===== src/include/vmc_pkg.sv =====
// Package with the layout, reset values and timing of the voltage monitor configuration bank.
package vmc_pkg;

  // ---------------------------------------------------------------------------
  // Register offsets on the serial configuration port
  // ---------------------------------------------------------------------------
  localparam logic [7:0] VMC_OFS_CONTROL     = 8'h2B;
  localparam logic [7:0] VMC_OFS_ANA_WINDOW  = 8'h2C;
  localparam logic [7:0] VMC_OFS_ONE_WINDOW  = 8'h2D;
  localparam logic [7:0] VMC_OFS_ONE_LEVEL   = 8'h2E;
  localparam logic [7:0] VMC_OFS_TWO_WINDOW  = 8'h2F;
  localparam logic [7:0] VMC_OFS_TWO_LEVEL   = 8'h30;

  // ---------------------------------------------------------------------------
  // Values after reset and read value of an unmapped address
  // ---------------------------------------------------------------------------
  localparam logic [7:0] VMC_RST_REG         = 8'h00;
  localparam logic [7:0] VMC_UNMAPPED_RDATA  = 8'h00;

  // ---------------------------------------------------------------------------
  // Filter timing at the 250 MHz core clock
  // ---------------------------------------------------------------------------
  localparam int         VMC_CLK_MHZ         = 250;
  localparam int         VMC_FILTER_SHORT_US = 4;
  localparam int         VMC_FILTER_LONG_US  = 20;
  localparam int         VMC_FILTER_SHORT_CYC = VMC_FILTER_SHORT_US * VMC_CLK_MHZ;
  localparam int         VMC_FILTER_LONG_CYC  = VMC_FILTER_LONG_US * VMC_CLK_MHZ;
  localparam int         VMC_FILTER_CNT_W    = 13;
  localparam logic [2:0] VMC_FILTER_CODE_SHORT = 3'h0;

  // Extended range scales the millivolt offsets by five.
  localparam int         VMC_EXT_RANGE_SCALE = 5;

  // ---------------------------------------------------------------------------
  // Register layouts
  // ---------------------------------------------------------------------------
  typedef struct packed {
    logic [2:0] monitor_filter_time_select;      // Bits 7:5.
    logic       monitor_two_residual_check;      // Bit 4.
    logic       monitor_two_comparator_enable;   // Bit 3.
    logic       monitor_one_residual_check;      // Bit 2.
    logic       monitor_one_comparator_enable;   // Bit 1.
    logic       analog_supply_comparator_enable; // Bit 0.
  } vmc_ctrl_t;

  typedef struct packed {
    logic       spare;        // Bit 7, stored only.
    logic       range_select; // Bit 6, nominal select for the analog supply.
    logic [2:0] low_code;     // Bits 5:3.
    logic [2:0] high_code;    // Bits 2:0.
  } vmc_win_t;

  // Whole configuration image, also the shape of the nonvolatile default.
  typedef struct packed {
    vmc_ctrl_t  ctrl;
    vmc_win_t   ana_win;
    vmc_win_t   one_win;
    logic [7:0] one_level;
    vmc_win_t   two_win;
    logic [7:0] two_level;
  } vmc_cfg_t;

  // Decoded window for one monitor: tenths of a percent and millivolts.
  typedef struct packed {
    logic [6:0] low_pct_x10;
    logic [6:0] high_pct_x10;
    logic [9:0] low_mv;
    logic [9:0] high_mv;
  } vmc_thr_t;

endpackage


===== src/vmc_bank.sv =====
// Voltage monitor configuration bank with window decode and comparator filtering.
`timescale 1ns/1ns

module vmc_bank #(
  parameter int P_FILTER_LONG_CYC = vmc_pkg::VMC_FILTER_LONG_CYC
) (
  input  wire logic              i_core_clk,
  input  wire logic              i_rst_n,
  input  wire logic              i_nvm_valid,
  input  wire vmc_pkg::vmc_cfg_t i_nvm_image,
  input  wire logic              i_reg_wr,
  input  wire logic              i_reg_rd,
  input  wire logic [7:0]        i_reg_addr,
  input  wire logic [7:0]        i_reg_wdata,
  output logic [7:0]             o_reg_rdata,
  output logic                   o_reg_rvalid,
  input  wire logic [2:0]        i_cmp_high,
  input  wire logic [2:0]        i_cmp_low,
  output logic [2:0]             o_high_flag,
  output logic [2:0]             o_low_flag,
  output logic                   o_cfg_ready,
  output vmc_pkg::vmc_cfg_t      o_cfg,
  output logic [1:0]             o_residual_check,
  output vmc_pkg::vmc_thr_t      o_ana_thr,
  output vmc_pkg::vmc_thr_t      o_one_thr,
  output vmc_pkg::vmc_thr_t      o_two_thr
);
  import vmc_pkg::*;

  // ---------------------------------------------------------------------------
  // Storage
  // ---------------------------------------------------------------------------
  vmc_cfg_t                    cfg_r;
  logic                        ready_r;
  logic [2:0]                  mon_en;
  logic [5:0]                  raw;
  logic [5:0]                  flag_r;
  logic [VMC_FILTER_CNT_W-1:0] cnt_r [6];
  logic [VMC_FILTER_CNT_W-1:0] limit;

  // Decode of a three-bit window code into tenths of a percent.
  function automatic logic [6:0] code_pct(input logic [2:0] code);
    logic [6:0] pct;
    pct = 7'd30;
    unique case (code)
      3'd0: pct = 7'd30;
      3'd1: pct = 7'd35;
      3'd2: pct = 7'd40;
      3'd3: pct = 7'd50;
      3'd4: pct = 7'd60;
      3'd5: pct = 7'd70;
      3'd6: pct = 7'd80;
      3'd7: pct = 7'd100;
    endcase
    return pct;
  endfunction

  // Millivolt offset; normal range equals the tenth-percent figure numerically.
  function automatic logic [9:0] code_mv(input logic [2:0] code, input logic ext);
    logic [9:0] mv;
    mv = {3'h0, code_pct(code)};
    if (ext)
    begin
      mv = 10'(mv * VMC_EXT_RANGE_SCALE);
    end
    return mv;
  endfunction

  // ---------------------------------------------------------------------------
  // Configuration registers
  // ---------------------------------------------------------------------------
  // Nonvolatile load wins over a host write in the same cycle, so the image is
  // always complete. Host writes before the load are dropped because the load
  // would overwrite them anyway.
  // default load
  always_ff @(posedge i_core_clk or negedge i_rst_n)
  begin
    if (!i_rst_n)
    begin
      cfg_r <= {6{VMC_RST_REG}};
    end
    else if (i_nvm_valid)
    begin
      cfg_r <= i_nvm_image;
    end
    else if (i_reg_wr && ready_r)
    begin
      unique case (i_reg_addr)
        VMC_OFS_CONTROL:    cfg_r.ctrl      <= i_reg_wdata;
        VMC_OFS_ANA_WINDOW: cfg_r.ana_win   <= i_reg_wdata;
        VMC_OFS_ONE_WINDOW: cfg_r.one_win   <= i_reg_wdata;
        VMC_OFS_ONE_LEVEL:  cfg_r.one_level <= i_reg_wdata;
        VMC_OFS_TWO_WINDOW: cfg_r.two_win   <= i_reg_wdata;
        VMC_OFS_TWO_LEVEL:  cfg_r.two_level <= i_reg_wdata;
        default:            cfg_r           <= cfg_r;
      endcase
    end
  end

  // The bank is usable once the first default image has arrived.
  // ready after load
  always_ff @(posedge i_core_clk or negedge i_rst_n)
  begin
    if (!i_rst_n)
    begin
      ready_r <= 1'b0;
    end
    else if (i_nvm_valid)
    begin
      ready_r <= 1'b1;
    end
  end

  // Read port answers one cycle after the strobe; unmapped reads return zero.
  always_ff @(posedge i_core_clk or negedge i_rst_n)
  begin
    if (!i_rst_n)
    begin
      o_reg_rdata  <= VMC_UNMAPPED_RDATA;
      o_reg_rvalid <= 1'b0;
    end
    else
    begin
      o_reg_rvalid <= i_reg_rd;
      if (i_reg_rd)
      begin
        unique case (i_reg_addr)
          VMC_OFS_CONTROL:    o_reg_rdata <= cfg_r.ctrl;
          VMC_OFS_ANA_WINDOW: o_reg_rdata <= cfg_r.ana_win;
          VMC_OFS_ONE_WINDOW: o_reg_rdata <= cfg_r.one_win;
          VMC_OFS_ONE_LEVEL:  o_reg_rdata <= cfg_r.one_level;
          VMC_OFS_TWO_WINDOW: o_reg_rdata <= cfg_r.two_win;
          VMC_OFS_TWO_LEVEL:  o_reg_rdata <= cfg_r.two_level;
          default:            o_reg_rdata <= VMC_UNMAPPED_RDATA;
        endcase
      end
    end
  end

  // ---------------------------------------------------------------------------
  // Configuration outputs
  // ---------------------------------------------------------------------------
  // Levels and range bits go out as stored.
  // level one out
  assign o_cfg       = cfg_r;
  assign o_cfg_ready = ready_r;

  // Residual checking follows the control bits.
  // residual two
  assign o_residual_check = {cfg_r.ctrl.monitor_two_residual_check,
                             cfg_r.ctrl.monitor_one_residual_check};

  // Analog supply window: percent only, the nominal bit picks 3.3 V or 5.0 V.
  // nominal select
  assign o_ana_thr = '{low_pct_x10:  code_pct(cfg_r.ana_win.low_code),
                       high_pct_x10: code_pct(cfg_r.ana_win.high_code),
                       low_mv:       10'h000,
                       high_mv:      10'h000};

  // General monitors; the spare bit 7 is deliberately not used anywhere.
  // range select
  assign o_one_thr = '{low_pct_x10:  code_pct(cfg_r.one_win.low_code),
                       high_pct_x10: code_pct(cfg_r.one_win.high_code),
                       low_mv:       code_mv(cfg_r.one_win.low_code, cfg_r.one_win.range_select),
                       high_mv:      code_mv(cfg_r.one_win.high_code, cfg_r.one_win.range_select)};
  assign o_two_thr = '{low_pct_x10:  code_pct(cfg_r.two_win.low_code),
                       high_pct_x10: code_pct(cfg_r.two_win.high_code),
                       low_mv:       code_mv(cfg_r.two_win.low_code, cfg_r.two_win.range_select),
                       high_mv:      code_mv(cfg_r.two_win.high_code, cfg_r.two_win.range_select)};

  // ---------------------------------------------------------------------------
  // Comparator filtering
  // ---------------------------------------------------------------------------
  // Only codes zero and one are defined; higher codes take the long time as the
  // safer choice against nuisance trips.
  // filter time
  assign limit = (cfg_r.ctrl.monitor_filter_time_select == VMC_FILTER_CODE_SHORT)
               ? VMC_FILTER_CNT_W'(VMC_FILTER_SHORT_CYC)
               : VMC_FILTER_CNT_W'(P_FILTER_LONG_CYC);

  // Comparator enables gated by a loaded configuration.
  // monitor two enable
  assign mon_en = {3{ready_r}} & {cfg_r.ctrl.monitor_two_comparator_enable,
                                  cfg_r.ctrl.monitor_one_comparator_enable,
                                  cfg_r.ctrl.analog_supply_comparator_enable};
  assign raw    = {i_cmp_low, i_cmp_high};

  // Each flag follows its comparator only after the level has differed for the
  // full filter time; any bounce restarts the count.
  for (genvar ch = 0; ch < 6; ch++)
  begin : g_filter
    always_ff @(posedge i_core_clk or negedge i_rst_n)
    begin
      if (!i_rst_n)
      begin
        cnt_r[ch]  <= '0;
        flag_r[ch] <= 1'b0;
      end
      else if (!mon_en[ch % 3])
      begin
        cnt_r[ch]  <= '0;
        flag_r[ch] <= 1'b0;
      end
      else if (raw[ch] == flag_r[ch])
      begin
        cnt_r[ch] <= '0;
      end
      else if (cnt_r[ch] >= limit - VMC_FILTER_CNT_W'(1))
      begin
        cnt_r[ch]  <= '0;
        flag_r[ch] <= raw[ch];
      end
      else
      begin
        cnt_r[ch] <= cnt_r[ch] + VMC_FILTER_CNT_W'(1);
      end
    end
  end

  assign o_high_flag = flag_r[2:0];
  assign o_low_flag  = flag_r[5:3];
endmodule // vmc_bank


===== config.mk =====
export PLATFORM = sky130hd
export DESIGN_NAME = vmc_bank
export DESIGN_NICKNAME = d
export VERILOG_FILES = /design/src/include/vmc_pkg.sv /design/src/vmc_bank.sv
export SDC_FILE = /design/constraint.sdc
export NUM_CORES = 1
export LEC_CHECK = 0
export ABC_AREA = 1
export BUFFER_PORTS_ARGS = -buffer_cell sky130_fd_sc_hd__clkbuf_2
export CORE_MARGIN = 4
export CORE_UTILIZATION = 55
export DETAILED_ROUTE_END_ITERATION = 6
export PLACE_DENSITY = 0.82
export SKIP_LAST_GASP = 1
export SLEW_MARGIN = 25
export SYNTH_ARGS = -nofsm -noshare
export SYNTH_HDL_FRONTEND = slang
export SYNTH_SLANG_ARGS = --single-unit

===== constraint.sdc =====
create_clock -name i_core_clk -period 4 [get_ports i_core_clk]
set_clock_uncertainty 0.2 [all_clocks]
set_input_delay 1 -clock i_core_clk [delete_from_list [all_inputs] [get_ports i_core_clk]]
set_output_delay 1 -clock i_core_clk [all_outputs]
set_load 0.03 [all_outputs]

==> results of run 1 <==
[per-stage QoR]
| step | hold WS [ns] | cells | power [mW] |
|---|---|---|---|
| floorplan | 0.2315 | 1449 | 2.721 |
| global placement | 0.2497 | 1847 | 3.137 |
| detailed placement | 0.2515 | 1847 | 3.169 |
| CTS | 0.2590 | 1903 | 4.895 |
| global route | 0.2935 | 1915 | 5.248 |
| finish | 0.2581 | 1915 | 5.008 |
[metal layers]
layer  part of all wire (%)  global-route usage, %  vias up  routed length, microns
met5                      0                      0        -                       0
met3                    8.2                  7.321       89                    2507
met2                     50                  50.65      473                   15170
met4                    3.8                  11.69        0                    1175
met1                     38                  34.85     4756                   11790
li1                       -                      -     4972                       -
[cells in the mapped netlist]
cell	n	share of area, %
nand2_1	411	15
nor2_1	195	7.2
inv_1	173	6.4
dfrtp_1	142	35
nand3_1	102	5.1
o21ai_0	90	4.5
ha_1	75	9.3
xor2_1	47	4.1
buf_4	32	2.4
nor3_1	32	1.6
a21oi_1	21	1.0
clkbuf_1	21	0.78
nand4_1	20	1.2
o21ai_2	10	0.87
xnor2_1	9	0.78
buf_2	7	0.35
a21boi_0	6	0.45
o21bai_1	6	0.45
fa_1	4	0.79
o211ai_1	4	0.30
buf_6	3	0.33
nand3b_1	3	0.22
nor2_2	3	0.19
nor3_4	2	0.32
o22ai_1	2	0.12
o31ai_1	2	0.15
or2_2	2	0.12
conb_1	1	0.037
nand2_4	1	0.11
nor2_4	1	0.11
o21a_1	1	0.074
o21ai_1	1	0.049
o21ai_4	1	0.16
[worst reg2reg max path, delay by kind of cell, from the launching register on]
kind                     cells  cell delay [ns]
buffers and inverters        2             0.34
flip-flops                   1             0.46
AND/OR/NAND/NOR              6             1.31
adder cells (fa/ha/maj)      1             0.39
AO/OA/AOI/OAI                1             0.13
[timing repair]
item,CTS,global route
endpoints found under the hold margin,0,0
pin swaps,24,20
endpoints found under the setup margin,12,8
setup buffers,24,12
gates cloned,0,0
gates resized for setup,58,34
hold buffers,0,0
[cells in the final DEF, fill, tap and decap left out, types with 19 or more instances in the layout]
cell type	instances
conb_1	20
inv_2	19
nor3_1	31
o21ai_0	78
inv_1	148
nand2_1	399
clkbuf_2	214
nand3_1	102
nand4_1	20
nor2_1	187
xor2_1	47
dfrtp_1	132
buf_4	42
ha_1	59
[sequential cells by signal, indices dropped and copies added (netlist names)]
signal / count
o_high_flag: 3
o_low_flag: 3
o_cfg: 48
cnt_r: 78
o_cfg_ready: 1
o_reg_rdata: 8
o_reg_rvalid: 1
[power by group]
| group | switching, mW | internal (mW) |
|---|---|---|
| clock network | 0.610 | 1.02 |
| logic | 1.22 | 0.559 |
| registers | 0.0931 | 1.51 |
[worst max-delay path by stage]
stage / start / end / slack, ns / cells past startpoint
floorplan: o_cfg[27] / o_one_thr[19] / 0.005 / 15
detailed placement: o_cfg[28] / o_one_thr[19] / 0.15 / 16
global route: o_cfg[24] / o_one_thr[9] / -0.11 / 13
CTS: o_cfg[25] / o_one_thr[9] / -0.02 / 13
global placement: o_cfg[25] / o_one_thr[9] / 0.22 / 13
finish: o_cfg[24] / o_one_thr[9] / -0.05 / 13
[kinds of logic after synthesis]
group	after synthesis
compound gates	144
xor+xnor	56
fa+ha+maj	79
buf+inv	236
flops	142
other cells	1
simple gates	772
[cell type report]
cell class                 instances  area share, %
clock inverter                     9         0.8459
inverter                         173          5.294
clock buffer                      23          4.040
sequential                       142          28.36
multi-input combinational       1071          47.06
timing repair buffer             268          12.12
tap                              229          2.279
==> metrics.md, run 1 <==
| Metric | Value |
|---|---|
| Clk Latency, worst-skew pair | 0.42 ns |
| Mux cell area share after synthesis | 0% |
| Yosys reg bits | 142 |
| Synth Area in XOR/XNOR | just under 5% |
| Vias per cell | 5.373 |
| Final hold vios | 0 |
| Clock root cell | clkbuf_16 |
| Total gr overflow | 0 |
| Compound-cell area share of the yosys netlist | a little over 8% |
| Worst-path cell with the longest stage delay | dfrtp_2 |
| Total CTS buffers | 17 |
| Fillers | 1447 |
| Simple-Gate Fraction of Synth Area | 31.47% |
| Setup violators final | 1 |
| Final slew viol count | 0 |
| Crit path required time | about 2.8 ns |
| GPL Wtd Cong | between 0.9 and 1 |
| Drt drc | 0 |
| Aggregate global-route resource usage | 29.23% |
| PortBufs | 222 |
| Crit-path max FO | 3 |
| Vias in the first global route | between 9000 and 10000 |
| # rows | 49 |
| R2R Path End | cnt_r[42] |
| Final ANT Viol Nets | 0 |
| Post-DP HPWL | 21720 microns |
| Hold Path Sink | cnt_r[13] |
| Hold Path Class | reg2reg |
| Failing checks | setup timing |
| Final instance area | 0.01257 sq mm |
| Most used cell along the critical path | inv_2 |
| DP Worst Slack | about 0.15 ns |
| R2R setup slack | 1.07 ns |
| Hold path cells | 1 |
| CP top delay family | adder cells |
| Min-Delay Startpoint | cnt_r[13] |
| R2r startpoint | o_cfg[45] |
| WL per Instance | between 15 and 20 microns |
| Post-synthesis adder-cell area fraction | 10.08% |
| Peak supply drop | 0.0004487 V |
| Wire length of the first global-routing pass | 48430 microns |
| Starting Density | ~56% |
| YS warnings | 0 |
| Final Util | 69.76% |
| CP cell instances | inv_4 > ha_4 > inv_2 > o21a_1 > ha_1 > inv_2 > fa_2 > inv_2 > nand2_2 > a21boi_2 > o211ai_1 > a21oi_2 > clkbuf_8 |
| CP arrival | 2.85 ns |
| Die area | approximately 0.021 sq mm |
| CTS tree | done |
| LEAKAGE | 6.597 nW |
| Crit Path Category | reg2out |
| CP Buf/Inv Count | 5 |
| Clk slew on worst S/H paths | about 0.060 ns |
| Unrepaired setup endpoints after global routing | yes |
| Multi-input logic area | 0.005917 sq mm |
| Worst Setup Start Kind | flip-flop |
| Fmax achieved | 0.2469 GHz |
| Outcome | complete, but fails checks |
| Cell variety after synth | 33 |
| Power density over the cells | 398.3 mW/mm^2 |
| Critical path endpoint category | output pin |
| Setup TNS | -0.05065 ns |
| Initial antenna violation count | 0 |
| Area growth syn-to-layout | 24.46% |
| Number of DRC markers in iteration 0 | between 700 and 800 |
| H-tree depth | 4 |
| Die Y | 143.5 microns |
| CP max stage delay | 0.40 ns |
| Drt total wl | 30640 microns |
| Final setup margin | -0.05065 ns |
| Reg area | approximately 0.0036 sq mm |
| DRT Pass-1 Iters | 6 |
| Io pins | 243 |
| Final period utilization | 101.3% |
| Pin count of the biggest net entering global routing | 70 |
| Max-Cap Viols | 0 |
| Final net count | 1827 |
| R2R cell count | 10 |
| Largest family of logic cells by synthesized area | simple AND/OR/NAND/NOR gates |
| Synth Instances | 1430 |
| Worst Tran Pin Value | 0.8804 ns |
| Synth Area per Inst | 7.064 sq um |
| Core ar. | 0.01802 sq mm |
| Antenna cells | 0 |
| DIE WIDTH | 143.5 microns |
| Clk sinks | roughly 140 |
| Mapped cell area | 0.01010 sq mm |
| Vias post-DR | around 10000 |
| Placed Area | 0.01136 sq mm |
| Share of layout cells above drive strength 1 | 24.44% |
| Seq/Total Area, Yosys | 35.17% |
| Slew Limit Headroom | 41.24% |
| Fin crit period | 4.051 ns |
| CTS Buffer Depth | 2 |
Note: power is estimated with default switching activity, not from simulation.
==> run 2, diff against run 1 <==
--- a/config.mk
+++ b/config.mk
@@ -7,6 +7,7 @@
 export LEC_CHECK = 0
 export ABC_AREA = 1
 export BUFFER_PORTS_ARGS = -buffer_cell sky130_fd_sc_hd__clkbuf_2
+export CORE_ASPECT_RATIO = 0.7
 export CORE_MARGIN = 4
 export CORE_UTILIZATION = 55
 export DETAILED_ROUTE_END_ITERATION = 6
==> run 2 against run 1 <==
  * The run still ends with setup timing left
  * Non-clock buffer count decreased by 5
  * Sequential power about the same
  * Cell area decreased by 0.60%
  * Clock power decreased by 11%
  * Critical path depth unchanged
  * Register-to-register slack improved by 0.10 ns
==> metrics.md, run 2 (synthesis gave the netlist of run 1 again) <==
| Metric | Value |
|---|---|
| Starting Density | 56.10% |
| Multi-input logic area | 0.005942 sq mm |
| Fin cells | 1915 |
| R2R cell count | 10 |
| DIE WIDTH | 170.0 microns |
| Combinational share of power | a little over a third |
| Slew Limit Headroom | 41.73% |
| Fillers | 1492 |
| Sw Share | between 30% and 40% |
| R2R Path End | cnt_r[7] |
| Core ar. | approximately 0.018 sq mm |
| R2r startpoint | o_cfg[46] |
| Worst Setup Start Kind | flip-flop |
| H-tree depth | 4 |
| Crit Path Category | reg2out |
| Final Util | ~69% |
| Setup violators final | 1 |
| Hold Path Sink | cnt_r[0] |
| GPL Wtd Cong | 0.9183 |
| Switch Pwr | 1.886 mW |
| Antenna cells | 0 |
| Drt total wl | between 30000 and 40000 microns |
| Final net count | 1822 |
| Failing checks | setup timing |
| Final period utilization | 100.2% |
| Initial antenna violation count | 0 |
| Share of layout cells above drive strength 1 | roughly a quarter |
| Final slew viol count | 0 |
| Clk Latency, worst-skew pair | 0.43 ns |
| Vias post-DR | between 10000 and 15000 |
| Pin count of the biggest net entering global routing | 80 |
| Final ANT Viol Nets | 0 |
| CP Buf/Inv Count | 5 |
| Outcome | complete, but fails checks |
| Fin crit period | 4.009 ns |
| Critical path endpoint category | output pin |
| CP top delay family | adder cells |
| Setup TNS | -0.008627 ns |
| CTS Buffer Depth | 2 |
| Io pins | about 240 |
| Total design power | 4.816 mW |
| Worst-path cell with the longest stage delay | dfrtp_2 |
| # rows | 41 |
| DRT Pass-1 Iters | 5 |
| Total CTS buffers | 17 |
| Aggregate global-route resource usage | 29.10% |
| Reg area | 0.003566 sq mm |
| Clock power frac | 30.0% |
| Unrepaired setup endpoints after global routing | yes |
| WL per Instance | between 15 and 20 microns |
| Hold path cells | 1 |
| CTS tree | done |
| Hold Path Class | reg2reg |
| Most frequent cells in the layout | 402 x nand2_1, 213 x clkbuf_2, 186 x nor2_1 |
| Number of DRC markers in iteration 0 | 758 |
| Reg power frac | 33.6% |
| Final setup margin | -0.008627 ns |
| Commonest non-fill, non-tap cell in the layout | nand2_1 |
| Wire length of the first global-routing pass | 47780 microns |
| Min-Delay Startpoint | cnt_r[0] |
| Worst Tran Pin Value | 0.8730 ns |
| CP cell instances | inv_4 > ha_4 > inv_2 > o21a_1 > ha_4 > inv_2 > fa_2 > inv_2 > nand2_2 > a21boi_1 > o211ai_1 > a21oi_2 > clkbuf_8 |
| PortBufs | 222 |
| Most used cell along the critical path | inv_2 |
| Largest Register | cnt_r |
| Post-DP HPWL | 21890 microns |
| Clock root cell | clkbuf_16 |
| DP Worst Slack | 0.1221 ns |
| Clk sinks | ~140 |
| Crit-path max FO | 4 |
| Die Y | 121.4 microns |
| Post-Place Cells | 1851 |
| Power density over the cells | 385.3 mW/mm^2 |
| Crit path required time | between 2 and 3 ns |
| CP arrival | 2.81 ns |
| Max-Cap Viols | 0 |
| Area growth syn-to-layout | 23.72% |
| Die area | 0.02063 sq mm |
| Drt drc | 0 |
| CP max stage delay | 0.41 ns |
| Largest register FFs | 78 |
| Clk slew on worst S/H paths | 0.05 ns |
| Final hold vios | 0 |
| LEAKAGE | 6.540 nW |
| Peak supply drop | 0.0003119 V |
| Fmax achieved | 0.2495 GHz |
| R2R setup slack | 1.17 ns |
| Vias per cell | roughly 5.3 |
| P_int | 2.930 mW |
| Vias in the first global route | 9539 |
| Total gr overflow | 0 |
-- run 2: stage by stage --
stage / area, sq um / hold WS [ns]
floorplan: 10270 / 0.2315
detailed placement: 11350 / 0.2508
CTS: 12270 / 0.2579
global placement: 11350 / 0.2517
global route: 12500 / 0.2950
finish: 12500 / 0.2597
-- run 2: how the worst max path moves through the flow --
stage	from	endpoint	slack [ns]	cells past startpoint
after floorplan	o_cfg[27]	o_one_thr[19]	0.005	15
after global placement	o_cfg[28]	o_one_thr[19]	0.22	16
after detailed placement	o_cfg[28]	o_one_thr[19]	0.12	16
after CTS	o_cfg[24]	o_one_thr[9]	-0.03	16
after global routing	o_cfg[24]	o_one_thr[9]	-0.12	16
final	o_cfg[24]	o_one_thr[9]	-0.009	13
-- run 2: layout make-up --
class / count / share of cell area, %
Multi-Input combinational cell: 1071 / 47.54
Sequential cell: 142 / 28.53
Timing Repair Buffer: 263 / 11.96
Inverter: 173 / 5.406
Clock buffer: 23 / 3.664
Tap cell: 236 / 2.363
Clock inverter: 7 / 0.5306
-- run 2: timing repair --
item	CTS	global route
gates resized for setup	57	46
hold buffers	0	0
pin swaps	21	29
setup endpoints to repair	14	11
buffers inserted	24	10
-- run 2: power groups by stage --
stage,registers [mW],logic (mW),clock network (mW)
after floorplan,1.73,0.987,0
after global placement,1.65,1.50,0
after detailed placement,1.65,1.52,0
after CTS,1.61,1.66,1.46
after global routing,1.63,1.90,1.53
final,1.62,1.75,1.45
-- run 2: metal layers --
metal / vias to the layer above / global-route usage, % / wire length [microns]
li1: 4968 / - / -
met1: 4687 / 39.56 / 13070
met2: 438 / 46.01 / 13850
met3: 86 / 6.187 / 2336
met4: 0 / 10.77 / 1011
met5: - / 0 / 0
